[config.mk]
export PLATFORM = sky130hd
export DESIGN_NAME = echo_capture_timing
export DESIGN_NICKNAME = d
export VERILOG_FILES = /design/src/echo_pkg.sv /design/src/pair_buffer.sv /design/src/echo_capture_timing.sv
export VERILOG_INCLUDE_DIRS = /design/src
export SDC_FILE = /design/constraint.sdc
export NUM_CORES = 1
export LEC_CHECK = 0
export ABC_AREA = 1
export BUFFER_PORTS_ARGS = -buffer_cell sky130_fd_sc_hd__clkbuf_2
export CORE_AREA = 2 2 205 207
export CTS_CLUSTER_DIAMETER = 30
export DETAILED_ROUTE_END_ITERATION = 10
export DIE_AREA = 0 0 207 209
export PLACE_DENSITY = 0.41
export SLEW_MARGIN = 20
export SYNTH_ARGS = -nofsm -noshare
export SYNTH_HDL_FRONTEND = slang
export SYNTH_SLANG_ARGS = --single-unit
[constraint.sdc]
create_clock -name I_SYS_CLK -period 2.8 [get_ports I_SYS_CLK]
set_input_delay 0.42 -clock I_SYS_CLK [delete_from_list [all_inputs] [get_ports I_SYS_CLK]]
set_output_delay 0.42 -clock I_SYS_CLK [all_outputs]
set_load 0.02 [all_outputs]
[src/echo_defs.svh]
// register offsets, field positions, reset values and timing counts of the echo control block
`ifndef ECHO_DEFS_SVH
`define ECHO_DEFS_SVH
// register offsets on the byte-wide special-register port
`define REG_EN_CTRL       8'h00
`define REG_FIFO_CTRL     8'h01
`define REG_DECIM         8'h02
`define REG_BLANK_DELAY   8'h03
`define REG_SAT_DEGLITCH  8'h04
`define REG_SAT_CAPTURE   8'h05
`define REG_STATUS        8'h06
`define REG_SNAP_LSB      8'h07
`define REG_SNAP_MSB      8'h08
`define REG_RESULT_LSB    8'h09
`define REG_RESULT_MSB    8'h0a
// field positions
`define EN_ECHO_BIT       0
`define EN_SAT_BIT        1
`define EN_SNAP_BIT       2
`define ST_SAT_MEASURE_DONE_BIT   0
`define ST_OVERRUN_BIT    1
// reset values
`define RST_BYTE          8'h00
`define RST_DECIM         8'h19
`define RST_WORD          16'h0000
// timing
`define CLK_PERIOD_NS     8
`define TICK_US_NS        1000
`define CYC_PER_US        (`TICK_US_NS / `CLK_PERIOD_NS)
`define US_PER_DEGLITCH   2
`define US_PER_COARSE     16
`define SAT_LIMIT         8'hff
`endif

[src/echo_pkg.sv]
// types shared by the echo control block and its output buffer
package echo_pkg;
   // fifo storage formats
   typedef enum logic [1:0] {
      FMT_FULL12 = 2'b00,
      FMT_MSB8   = 2'b01,
      FMT_LSB8   = 2'b10,
      FMT_MID8   = 2'b11
   } fifo_fmt_t;
   // byte writer states, one-hot
   typedef enum logic [2:0] {
      WR_IDLE  = 3'b001,
      WR_BYTE0 = 3'b010,
      WR_BYTE1 = 3'b100
   } wr_state_t;
   // one fifo byte write
   typedef struct packed {
      logic [9:0] addr;
      logic [7:0] data;
   } fifo_word_t;
endpackage

[src/pair_buffer.sv]
// two-entry valid/ready buffer for fifo byte writes
`timescale 1ns/1ps
module pair_buffer (
   input  wire logic                i_clk,
   input  wire logic                i_rst_n,
   input  wire logic                i_in_valid,
   input  wire echo_pkg::fifo_word_t i_in_word,
   output logic                     o_in_ready,
   output logic                     o_out_valid,
   output echo_pkg::fifo_word_t     o_out_word,
   input  wire logic                i_out_ready
);
   logic                 head_vld_ff;   // entry 0 holds a word
   logic                 tail_vld_ff;   // entry 1 holds a word
   echo_pkg::fifo_word_t head_ff;       // word shown to the drain side
   echo_pkg::fifo_word_t tail_ff;       // spare entry taken on a stall
   wire                  pop  = head_vld_ff & i_out_ready;
   wire                  push = i_in_valid & ~tail_vld_ff;

   // ready and valid come straight from flops, so neither side sees a comb path
   assign o_in_ready  = ~tail_vld_ff;
   assign o_out_valid = head_vld_ff;
   assign o_out_word  = head_ff;

   // shift tail into head on pop, place new word in the first free slot
   always_ff @(posedge i_clk) begin
      if (!i_rst_n) begin
         head_vld_ff <= 1'b0;
         tail_vld_ff <= 1'b0;
         head_ff     <= '0;
         tail_ff     <= '0;
      end else begin
         if (pop) begin
            head_vld_ff <= tail_vld_ff | push;
            head_ff     <= tail_vld_ff ? tail_ff : i_in_word;
            tail_vld_ff <= 1'b0;
         end else if (push) begin
            if (head_vld_ff) begin
               tail_vld_ff <= 1'b1;
               tail_ff     <= i_in_word;
            end else begin
               head_vld_ff <= 1'b1;
               head_ff     <= i_in_word;
            end
         end
      end
   end
endmodule

[src/echo_capture_timing.sv]
// echo result packing, blanking gate, saturation timing and microsecond timer
`timescale 1ns/1ps
`include "echo_defs.svh"
module echo_capture_timing #(
   parameter int FIFO_BYTES = 768   // size of the fifo ram in bytes
) (
   input  wire logic        I_SYS_CLK,
   input  wire logic        I_RESETN,
   // special-register port of the microcontroller
   input  wire logic [7:0]  I_REG_ADDR,
   input  wire logic [7:0]  I_REG_WDATA,
   input  wire logic        I_REG_WR,
   output logic      [7:0]  O_REG_RDATA,
   // raw data path output and limiter comparator
   input  wire logic [11:0] I_ECHO_DATA,
   input  wire logic        I_LIMITER_SENSE_BELOW,
   // data path control
   output logic             O_DATAPATH_RUN,
   output logic             O_FILTER_CLEAR,
   // fifo ram write port
   output logic             O_FIFO_WR_VALID,
   output logic      [9:0]  O_FIFO_WR_ADDR,
   output logic      [7:0]  O_FIFO_WR_DATA,
   input  wire logic        I_FIFO_WR_READY
);
   generate
      if (FIFO_BYTES < 2 || FIFO_BYTES > 1024) begin : g_bad_depth
         $error("FIFO_BYTES must lie in 2..1024");
      end
   endgenerate

   localparam logic [6:0] US_LAST  = 7'(`CYC_PER_US - 1);
   localparam logic [9:0] PTR_LAST = 10'(FIFO_BYTES - 1);
   localparam logic [3:0] COARSE_LAST = 4'(`US_PER_COARSE - 1);

   // software-written control
   logic        echo_en_ff;         // echo path enable
   logic        sat_measure_enable_ff;          // saturation measure enable
   echo_pkg::fifo_fmt_t fmt_ff;     // fifo storage format
   logic [7:0]  decim_ff;           // decimation_ratio
   logic [7:0]  blank_delay_ff;     // blanking delay in 16 us steps
   logic [7:0]  deglitch_ff;        // deglitch time in 2 us steps
   // block state
   logic [6:0]  us_div_ff;          // clock divider to one microsecond
   logic        us_tick_ff;         // one-cycle pulse each microsecond
   logic [15:0] frt_ff;             // free-running microsecond counter
   logic [15:0] snap_ff;            // freerun_snapshot
   logic [7:0]  dec_cnt_ff;         // clocks within one output sample
   logic [11:0] result_ff;          // echo result register
   logic        sample_ff;          // pulse: new result stored
   logic [3:0]  blank_us_ff;        // microseconds within one 16 us step
   logic [7:0]  blank_cnt_ff;       // elapsed 16 us steps of blanking
   logic        store_ok_ff;        // blanking over, writes allowed
   logic [3:0]  sat_us_ff;          // microseconds within one 16 us step
   logic [7:0]  sat_timer_ff;       // saturation timer in 16 us steps
   logic        dg_us_ff;           // microsecond within one 2 us step
   logic [7:0]  dg_cnt_ff;          // deglitch timer in 2 us steps
   logic [7:0]  sat_cap_ff;         // sat_time_capture
   logic        sat_measure_done_ff;        // sat_measure_done
   logic        overrun_ff;         // sample lost to a long stall
   logic [9:0]  wptr_ff;            // address of next byte to fill
   logic [7:0]  hi_byte_ff;         // second byte of a 12-bit sample
   echo_pkg::wr_state_t wr_st_ff;   // byte writer state
   echo_pkg::fifo_word_t wr_word_ff; // byte offered to the buffer
   logic [7:0]  rdata_ff;           // registered read data

   // register write decode
   wire wr_en    = I_REG_WR & (I_REG_ADDR == `REG_EN_CTRL);
   wire wr_fifo  = I_REG_WR & (I_REG_ADDR == `REG_FIFO_CTRL);
   wire wr_decim = I_REG_WR & (I_REG_ADDR == `REG_DECIM);
   wire wr_blank = I_REG_WR & (I_REG_ADDR == `REG_BLANK_DELAY);
   wire wr_dg    = I_REG_WR & (I_REG_ADDR == `REG_SAT_DEGLITCH);
   wire echo_rise = wr_en & I_REG_WDATA[`EN_ECHO_BIT] & ~echo_en_ff;
   wire sat_rise  = wr_en & I_REG_WDATA[`EN_SAT_BIT] & ~sat_measure_enable_ff;
   wire snap_req  = wr_en & I_REG_WDATA[`EN_SNAP_BIT];

   // timing enables
   wire coarse_blank = us_tick_ff & (blank_us_ff == COARSE_LAST);
   wire coarse_sat   = us_tick_ff & (sat_us_ff == COARSE_LAST);
   wire dg_tick      = us_tick_ff & dg_us_ff;
   wire dec_wrap     = (dec_cnt_ff >= decim_ff);

   // packing of the 12-bit result into the first fifo byte
   function automatic logic [7:0] pack_byte(input echo_pkg::fifo_fmt_t f, input logic [11:0] r);
      logic [7:0] b;
      b = r[7:0];
      unique case (f)
         echo_pkg::FMT_FULL12: b = r[7:0];
         echo_pkg::FMT_MSB8:   b = r[11:4];
         echo_pkg::FMT_LSB8:   b = (|r[11:8]) ? 8'hff : r[7:0];
         echo_pkg::FMT_MID8:   b = (|r[11:10]) ? 8'hff : r[10:3];
      endcase
      return b;
   endfunction

   wire        full12   = (fmt_ff == echo_pkg::FMT_FULL12);
   wire        buf_ready;
   wire        buf_valid;
   echo_pkg::fifo_word_t buf_word;
   wire        accept   = wr_st_ff != echo_pkg::WR_IDLE && buf_ready;
   wire        new_smp  = sample_ff & echo_en_ff & store_ok_ff;
   wire [9:0]  ptr_inc  = (wptr_ff == PTR_LAST) ? 10'h000 : wptr_ff + 10'h001;

   // read mux
   wire [7:0] rd_mux =
      (I_REG_ADDR == `REG_EN_CTRL)      ? {6'h00, sat_measure_enable_ff, echo_en_ff} :
      (I_REG_ADDR == `REG_FIFO_CTRL)    ? {6'h00, fmt_ff} :
      (I_REG_ADDR == `REG_DECIM)        ? decim_ff :
      (I_REG_ADDR == `REG_BLANK_DELAY)  ? blank_delay_ff :
      (I_REG_ADDR == `REG_SAT_DEGLITCH) ? deglitch_ff :
      (I_REG_ADDR == `REG_SAT_CAPTURE)  ? sat_cap_ff :
      (I_REG_ADDR == `REG_STATUS)       ? {6'h00, overrun_ff, sat_measure_done_ff} :
      (I_REG_ADDR == `REG_SNAP_LSB)     ? snap_ff[7:0] :
      (I_REG_ADDR == `REG_SNAP_MSB)     ? snap_ff[15:8] :
      (I_REG_ADDR == `REG_RESULT_LSB)   ? result_ff[7:0] :
      (I_REG_ADDR == `REG_RESULT_MSB)   ? {4'h0, result_ff[11:8]} : 8'h00;

   // control registers; the snapshot bit is a write-only pulse, never stored
   always_ff @(posedge I_SYS_CLK) begin
      if (!I_RESETN) begin
         echo_en_ff     <= 1'b0;
         sat_measure_enable_ff      <= 1'b0;
         fmt_ff         <= echo_pkg::FMT_FULL12;
         decim_ff       <= `RST_DECIM;
         blank_delay_ff <= `RST_BYTE;
         deglitch_ff    <= `RST_BYTE;
      end else begin
         if (wr_en) begin
            echo_en_ff <= I_REG_WDATA[`EN_ECHO_BIT];
            sat_measure_enable_ff  <= I_REG_WDATA[`EN_SAT_BIT];
         end
         if (wr_fifo) fmt_ff <= echo_pkg::fifo_fmt_t'(I_REG_WDATA[1:0]);
         if (wr_decim) decim_ff <= I_REG_WDATA;
         if (wr_blank) blank_delay_ff <= I_REG_WDATA;
         if (wr_dg) deglitch_ff <= I_REG_WDATA;
      end
   end

   // microsecond divider and free-running counter; wraps by natural overflow
   always_ff @(posedge I_SYS_CLK) begin
      if (!I_RESETN) begin
         us_div_ff  <= 7'h00;
         us_tick_ff <= 1'b0;
         frt_ff     <= `RST_WORD;
         snap_ff    <= `RST_WORD;
      end else begin
         us_tick_ff <= (us_div_ff == US_LAST);
         us_div_ff  <= (us_div_ff == US_LAST) ? 7'h00 : us_div_ff + 7'h01;
         if (us_tick_ff) frt_ff <= frt_ff + 16'h0001;
         // whole word in one edge, so both bytes read later agree
         if (snap_req) snap_ff <= frt_ff;
      end
   end

   // decimation: result register changes only once per output sample
   always_ff @(posedge I_SYS_CLK) begin
      if (!I_RESETN) begin
         dec_cnt_ff <= 8'h00;
         result_ff  <= 12'h000;
         sample_ff  <= 1'b0;
      end else if (!echo_en_ff) begin
         dec_cnt_ff <= 8'h00;
         sample_ff  <= 1'b0;
      end else begin
         dec_cnt_ff <= dec_wrap ? 8'h00 : dec_cnt_ff + 8'h01;
         sample_ff  <= dec_wrap;
         if (dec_wrap) result_ff <= I_ECHO_DATA;
      end
   end

   // blanking gate; restarts on every enable so a stale count never leaks
   always_ff @(posedge I_SYS_CLK) begin
      if (!I_RESETN) begin
         blank_us_ff  <= 4'h0;
         blank_cnt_ff <= 8'h00;
         store_ok_ff  <= 1'b0;
      end else if (echo_rise || !echo_en_ff) begin
         blank_us_ff  <= 4'h0;
         blank_cnt_ff <= 8'h00;
         store_ok_ff  <= 1'b0;
      end else if (!store_ok_ff) begin
         // zero delay opens the gate right after enable
         if (blank_cnt_ff == blank_delay_ff) begin
            store_ok_ff <= 1'b1;
         end else if (us_tick_ff) begin
            blank_us_ff <= blank_us_ff + 4'h1;
            if (coarse_blank) blank_cnt_ff <= blank_cnt_ff + 8'h01;
         end
      end
   end

   // saturation timer and deglitch
   always_ff @(posedge I_SYS_CLK) begin
      if (!I_RESETN) begin
         sat_us_ff    <= 4'h0;
         sat_timer_ff <= 8'h00;
         dg_us_ff     <= 1'b0;
         dg_cnt_ff    <= 8'h00;
         sat_cap_ff   <= 8'h00;
         sat_measure_done_ff  <= 1'b0;
      end else if (sat_rise || !sat_measure_enable_ff) begin
         sat_us_ff    <= 4'h0;
         sat_timer_ff <= 8'h00;
         dg_us_ff     <= 1'b0;
         dg_cnt_ff    <= 8'h00;
         sat_cap_ff   <= 8'h00;
         sat_measure_done_ff  <= 1'b0;
      end else if (!sat_measure_done_ff) begin
         if (us_tick_ff) sat_us_ff <= sat_us_ff + 4'h1;
         // saturates so a missing drop can never wrap the count
         if (coarse_sat && sat_timer_ff != `SAT_LIMIT) begin
            sat_timer_ff <= sat_timer_ff + 8'h01;
         end
         if (!I_LIMITER_SENSE_BELOW) begin
            dg_us_ff  <= 1'b0;
            dg_cnt_ff <= 8'h00;
         end else if (dg_cnt_ff >= deglitch_ff) begin
            sat_cap_ff  <= sat_timer_ff;
            sat_measure_done_ff <= 1'b1;
         end else if (us_tick_ff) begin
            dg_us_ff <= ~dg_us_ff;
            if (dg_tick) dg_cnt_ff <= dg_cnt_ff + 8'h01;
         end
      end
   end

   // data path run and filter clear follow the enable
   always_ff @(posedge I_SYS_CLK) begin
      if (!I_RESETN) begin
         O_DATAPATH_RUN <= 1'b0;
         O_FILTER_CLEAR <= 1'b1;
         rdata_ff       <= 8'h00;
      end else begin
         O_DATAPATH_RUN <= echo_en_ff;
         O_FILTER_CLEAR <= ~echo_en_ff;
         rdata_ff       <= rd_mux;
      end
   end
   assign O_REG_RDATA = rdata_ff;

   // byte writer: one byte per sample, or low then high for 12-bit
   always_ff @(posedge I_SYS_CLK) begin
      if (!I_RESETN) begin
         wr_st_ff   <= echo_pkg::WR_IDLE;
         wr_word_ff <= '0;
         hi_byte_ff <= 8'h00;
         wptr_ff    <= 10'h000;
         overrun_ff <= 1'b0;
      end else if (echo_rise) begin
         wptr_ff    <= 10'h000;
         wr_st_ff   <= echo_pkg::WR_IDLE;
         overrun_ff <= 1'b0;
      end else if (!echo_en_ff) begin
         wr_st_ff <= echo_pkg::WR_IDLE;
      end else begin
         unique case (wr_st_ff)
            echo_pkg::WR_IDLE: begin
               if (new_smp) begin
                  wr_word_ff <= '{addr: wptr_ff, data: pack_byte(fmt_ff, result_ff)};
                  hi_byte_ff <= {4'h0, result_ff[11:8]};
                  wr_st_ff   <= echo_pkg::WR_BYTE0;
               end
            end
            echo_pkg::WR_BYTE0: begin
               if (new_smp) overrun_ff <= 1'b1;          // stall longer than a sample
               if (accept) begin
                  wptr_ff <= ptr_inc;
                  if (full12) begin
                     wr_word_ff <= '{addr: ptr_inc, data: hi_byte_ff};
                     wr_st_ff   <= echo_pkg::WR_BYTE1;
                  end else begin
                     wr_st_ff <= echo_pkg::WR_IDLE;
                  end
               end
            end
            echo_pkg::WR_BYTE1: begin
               if (new_smp) overrun_ff <= 1'b1;
               if (accept) begin
                  wptr_ff  <= ptr_inc;
                  wr_st_ff <= echo_pkg::WR_IDLE;
               end
            end
         endcase
      end
   end

   // buffer absorbs short stalls of the ram port
   pair_buffer u_buf (
      .i_clk       (I_SYS_CLK),
      .i_rst_n     (I_RESETN),
      .i_in_valid  (wr_st_ff != echo_pkg::WR_IDLE),
      .i_in_word   (wr_word_ff),
      .o_in_ready  (buf_ready),
      .o_out_valid (buf_valid),
      .o_out_word  (buf_word),
      .i_out_ready (I_FIFO_WR_READY)
   );
   assign O_FIFO_WR_VALID = buf_valid;
   assign O_FIFO_WR_ADDR  = buf_word.addr;
   assign O_FIFO_WR_DATA  = buf_word.data;
endmodule

# Yosys cells after proc, flatten, opt, wreduce, memory -nomap -nowiden
# Cells that the tools add are included.
[op_classes]
add_sub_neg = 9
n_reduce_logical = 38
n_shift = 0
eq_ne = 31
multipliers = 0
div = 0
n_lt_le_gt_ge = 2
mux = 42
bitwise_logic = 28
[ops]
columns = ["cell", "count"]
rows = [
  ["$mux 18", 7],
  ["$mux 8", 14],
  ["$pmux 18 s2", 1],
  ["$add 8x1->8 const B", 4],
  ["$eq 8x3->1 const B", 4],
  ["$pmux 8 s4", 1],
  ["$eq 8x4->1 const B", 3],
  ["$reduce_and 3->1", 7],
  ["$and 1x1->1", 17],
  ["$add 16x1->16 const B", 1],
  ["$eq 8x2->1 const B", 2],
  ["$ge 8x8->1", 2],
  ["$reduce_or 2->1", 7],
  ["$mux 3", 4],
  ["$ne 2x2->1 const B", 6],
  ["$reduce_and 2->1", 6],
  ["$reduce_and 4->1", 3],
  ["$add 10x1->10 const B", 1],
  ["$eq 10x10->1 const B", 1],
  ["$mux 1", 10],
  ["$mux 10", 1],
  ["$not 1->1", 10],
  ["$pmux 3 s3", 1],
  ["$reduce_or 3->1", 3],
  ["other kinds (25)", 34],
]
[word_totals]
ramBits = 0
latch_bits = 0
memories = 0
out_inout_bits = 29
romBits = 0
in_bits = 33
ff_bits = 216

# Depth between registers and ports, before layout
[logic_depth]
ltp_word = 12
depth_mapped = 13
depth_no_buf = 13

# Modules after synthesis
# From an unflattened synthesis, not the netlist that was laid out.
[hier_totals]
cells_unflattened = 1490
area_unflattened_um2 = 10697.8
[modules_own_cells]
columns = ["module", "area_per_inst_um2", "cells_each", "instances"]
rows = [
  ["echo_capture_timing", 8699.6, 1185, 1],
  ["pair_buffer", 1998.2, 305, 1],
]

# Worst setup path before layout
# No wires, ideal clock.
[synth_path]
path_type = "flip-flop to flip-flop"
from = "register deglitch_ff[7]"
to = "register sat_cap_ff[4]"
path_stages_with_launch = 12
n_path_buf = 0
required_time_ps = 2684
t_arrival_ps = 1571
slack_ps = 1113
setup_ps = 116
synth_period_minus_slack_ps = 1687
path_cell_list = "dfxtp_1 > inv_1 > ha_1 > a21oi_1 > o21a_1 > nand3_1 > nand2_2 > inv_1 > nand2_1 > inv_1 > nor2_1 > nor2_1"
[synth_via]
elab_chain_cells = 2
[synth_rtl]
columns = ["item", "line", "source"]
rows = [
  ["start: declaration", "echo_capture_timing.sv:42", "logic [7:0] deglitch_ff;"],
  ["start signal: assignment", "echo_capture_timing.sv:126", "deglitch_ff <= `RST_BYTE;"],
  ["$ge 8x8->1", "echo_capture_timing.sv:217", "end else if (dg_cnt_ff >= deglitch_ff) begin"],
  ["$reduce_and 3->1 (no source line)", "n/a", ""],
  ["end signal: assignment", "echo_capture_timing.sv:218", "sat_cap_ff <= sat_timer_ff;"],
  ["end: declaration", "echo_capture_timing.sv:58", "logic [7:0] sat_cap_ff;"],
]
# No other way between the ends.
# A chain may end at the register's enable or synchronous reset.

# Worst setup path in the final report
[layout_path]
from = "register decim_ff[1]"
to = "register result_ff[11]"
[layout_via]
elab_chain_cells = 2
[layout_rtl]
columns = ["item", "line", "source"]
rows = [
  ["start: declaration", "echo_capture_timing.sv:40", "logic [7:0] decim_ff;"],
  ["start signal: assignment", "echo_capture_timing.sv:124", "decim_ff <= `RST_DECIM;"],
  ["$ge 8x8->1", "echo_capture_timing.sv:81", "wire dec_wrap = (dec_cnt_ff >= decim_ff);"],
  ["$reduce_and 2->1 (no source line)", "n/a", ""],
  ["end signal: assignment", "echo_capture_timing.sv:159", "result_ff <= 12'h000;"],
  ["end signal: assignment", "echo_capture_timing.sv:167", "if (dec_wrap) result_ff <= I_ECHO_DATA;"],
  ["end: declaration", "echo_capture_timing.sv:49", "logic [11:0] result_ff;"],
]
# No other way between the ends.

==> reports/results.tsv <==
metric	value	unit
VDD IR-drop max	505	uV
dpl ws	260	ps
Fillers	4485	
CP required	3270	ps
slowest stage delay, CP	390	ps
die height	209	um
initial antenna violation count	1	
final worst path period share	0.793	
RSZ-0062 raised after global routing	false	
final design utilization	0.319	
Final Instance Area	13200	sq um
clk root buf	clkbuf_16	
clock skew	18.9	ps
Final TNS setup	0	ps
WHS Path Cells	3	
top cells by count, synth	226 x nand2_1, 216 x dfxtp_1, 179 x nor2_1, 160 x inv_1, 159 x o21ai_0	
Layout area overhead	30.0	%
Post-DRT Antenna Nets	0	
CP Launch Type	flip-flop	
I/O Pins	62	
Vias/cell	4.45	
top cell type's share of synthesized area	0.426	
internal power	8.38	mW
drt first pass iters	5	
Syn Std Cell Area	10100	sq um
leak pwr	5.17	nW
hold_buf cts	0	
status	complete, no violations	
# resized after CTS	0	
worst-case clock buffer depth	3	
largest net degree at the start of global routing	47	
reg2reg start	decim_ff[1]	
DR iter-0 viols	504	
sequential share of power	0.294	
global-route congestion overflow total	0	
fin cells	2087	
cell taking the most area after synthesis	dfxtp_1	
WP data arrival	2690	ps
# setup viols final	0	
CTS Buf Count	61	
Crit Path Category	reg -> reg	
Synth async-reset ratio	0	
power share of the clock group	0.690	
Min-Delay Path Class	in -> reg	
Distinct cells, synth	46	
Core Box Area	41300	sq um
Syn Inst Count	1409	
Final min period	2220	ps
vias in the first global route	9101	
Final nets	1557	
top_reg_cell synth	dfxtp_1	
Placer Congestion	0.868	
Seq/Total Area, Yosys	0.426	
# diodes	0	
crit end category	flip-flop	
DP Area	11000	sq um
Sw Share	0.205	
critical path fanouts, max	13	
hold_sp	I_ECHO_DATA[3]	
drc violations	0	
CP Buf/Inv Count	2	
GRT Util Overall	0.139	
pwr dens	799	nW/um^2
top post-synthesis cells by area	dfxtp_1 43%, nand2_1 8.4%, o21ai_0 7.8%	
headroom to the max-slew limit	0.505	
drt wl/cell	14.3	um
Slew @ Worst Pin	741	ps
Synth Net Count	1468	
final WL	29800	um
H-tree depth	2	
Hold Crit Endpoint	result_ff[3]	
first-pass GRT wire length	48700	um
post-CTS setup repair buffer count	0	
DP Cell Count	1974	
Avg Inst Size Synth	7.20	sq um
CTS tree	built	
row cnt	75	
Initial Utilization	0.246	
CP cell instances	inv_1, ha_1, a21oi_1, o21ai_0, nand2_1, o2111ai_1, nand2_1, inv_1, nor2_1, nor2_1	
share of post-route cells with drive strength above 1	0.145	
Detailed Place HPWL	20900	um
most frequent cell after synthesis	nand2_1	
clk_lat worst skew	590	ps
Final Hold Fails	0	
r2r setup slk	580	ps
Die ar.	43300	sq um
Post-synth EDFFs	0	
Power, Total	10.5	mW
port buffer count	61	
Gate power share	0.016	
total number of vias	9282	
fmax	0.450	GHz
Clock transition at path regs	40	ps
hold_ws	86.6	ps
Sw Pwr	2.16	mW
CTS sink cnt	216	
slowest CP cell	nand2_1	
Critical R2R Capture	result_ff[11]	
Yosys reg bits	216	
Slew Viols, Final	0	
Worst R2R Path Depth	10	
DIE WIDTH	207	um
final worst slack	579	ps
Yosys warning total	0	
Crit path max-delay family	simple AND/OR/NAND/NOR gates	
maxcap violations	0	
[power groups by stage]
stage          Combinational (mW)  Sequential, mW  Clock [mW]
3_5_place_dp                0.172            3.15           0
3_3_place_gp                0.173            3.15           0
6_report                    0.169            3.10        7.27
5_1_grt                     0.191            3.09        7.61
4_1_cts                     0.172            3.10        7.43
2_1_floorplan              0.0961            3.15           0
[state kept, by name (all words and copies together) (netlist names), 10 cells and up]
signal / cells
snap_ff: 16
result_ff: 12
frt_ff: 16
u_buf.o_out_word: 18
u_buf.tail_ff: 18
wr_word_ff: 18
wptr_ff: 10
[layout by cell type (no fill, tap or decap), types with 6 or more instances in the layout]
cell type,n
bufinv_16,10
buf_4,19
nor3_1,14
o211ai_1,12
xnor2_1,11
inv_1,160
clkbuf_1,6
a31oi_1,18
nor2_2,8
nand3_1,73
o22ai_1,9
nand2_1,226
dfxtp_1,216
clkbuf_2,60
nor3b_1,6
or2_2,8
o21ai_0,159
clkinv_2,16
a21oi_1,139
xor2_1,15
clkbuf_8,15
nand4_1,34
ha_1,26
clkbuf_16,61
nor2_1,179
[how the worst max path moves through the flow]
stage | end | cells after the start | startpoint | slack, ps
6_report | result_ff[11] | 10 | decim_ff[1] | 580
5_1_grt | result_ff[11] | 10 | decim_ff[7] | 290
4_1_cts | result_ff[11] | 10 | decim_ff[7] | 540
3_5_place_dp | snap_ff[13] | 11 | I_REG_ADDR[4] | 260
3_3_place_gp | snap_ff[14] | 11 | I_REG_ADDR[4] | 390
2_1_floorplan | sat_cap_ff[4] | 11 | deglitch_ff[7] | 1110
[kinds of logic (layout without fill, tap and decap cells)]
kind of cell    count (synthesis)  count (layout)  synth area share
fa+ha+maj                      26              26            0.0321
compound gates                350             350             0.183
xor+xnor                       26              26            0.0224
simple gates                  567             567             0.247
buf+inv                       224             363            0.0893
flops                         216             216             0.426
[per-layer routing]
metal / wire [um] / part of all wire / track usage
met1: 14800 / 0.50 / 0.187
met2: 12800 / 0.43 / 0.213
met3: 1360 / 0.046 / 0.0344
met4: 794 / 0.027 / 0.0532
met5: 12 / 0.00040 / 0
[worst register-to-register path, delay by kind of cell, from the launching register on]
| family | cells | cell delay [ps] |
|---|---|---|
| AOI/OAI and AO/OA | 3 | 420 |
| adders and majority gates | 1 | 310 |
| buffers and inverters | 2 | 360 |
| DFF | 1 | 360 |
| and+or+nand+nor | 4 | 660 |
[final cells by class]
type | count | area [sq um] | share of cell area
tap | 539 | 674 | 0.0511
sequential | 216 | 4320 | 0.328
clock buffer | 82 | 1760 | 0.133
timing repair buffer | 80 | 448 | 0.0340
clock inverter | 31 | 433 | 0.0328
inverter | 170 | 638 | 0.0484
multi-input combinational | 969 | 4910 | 0.373
No activity file was read; power rests on OpenSTA's default activity.
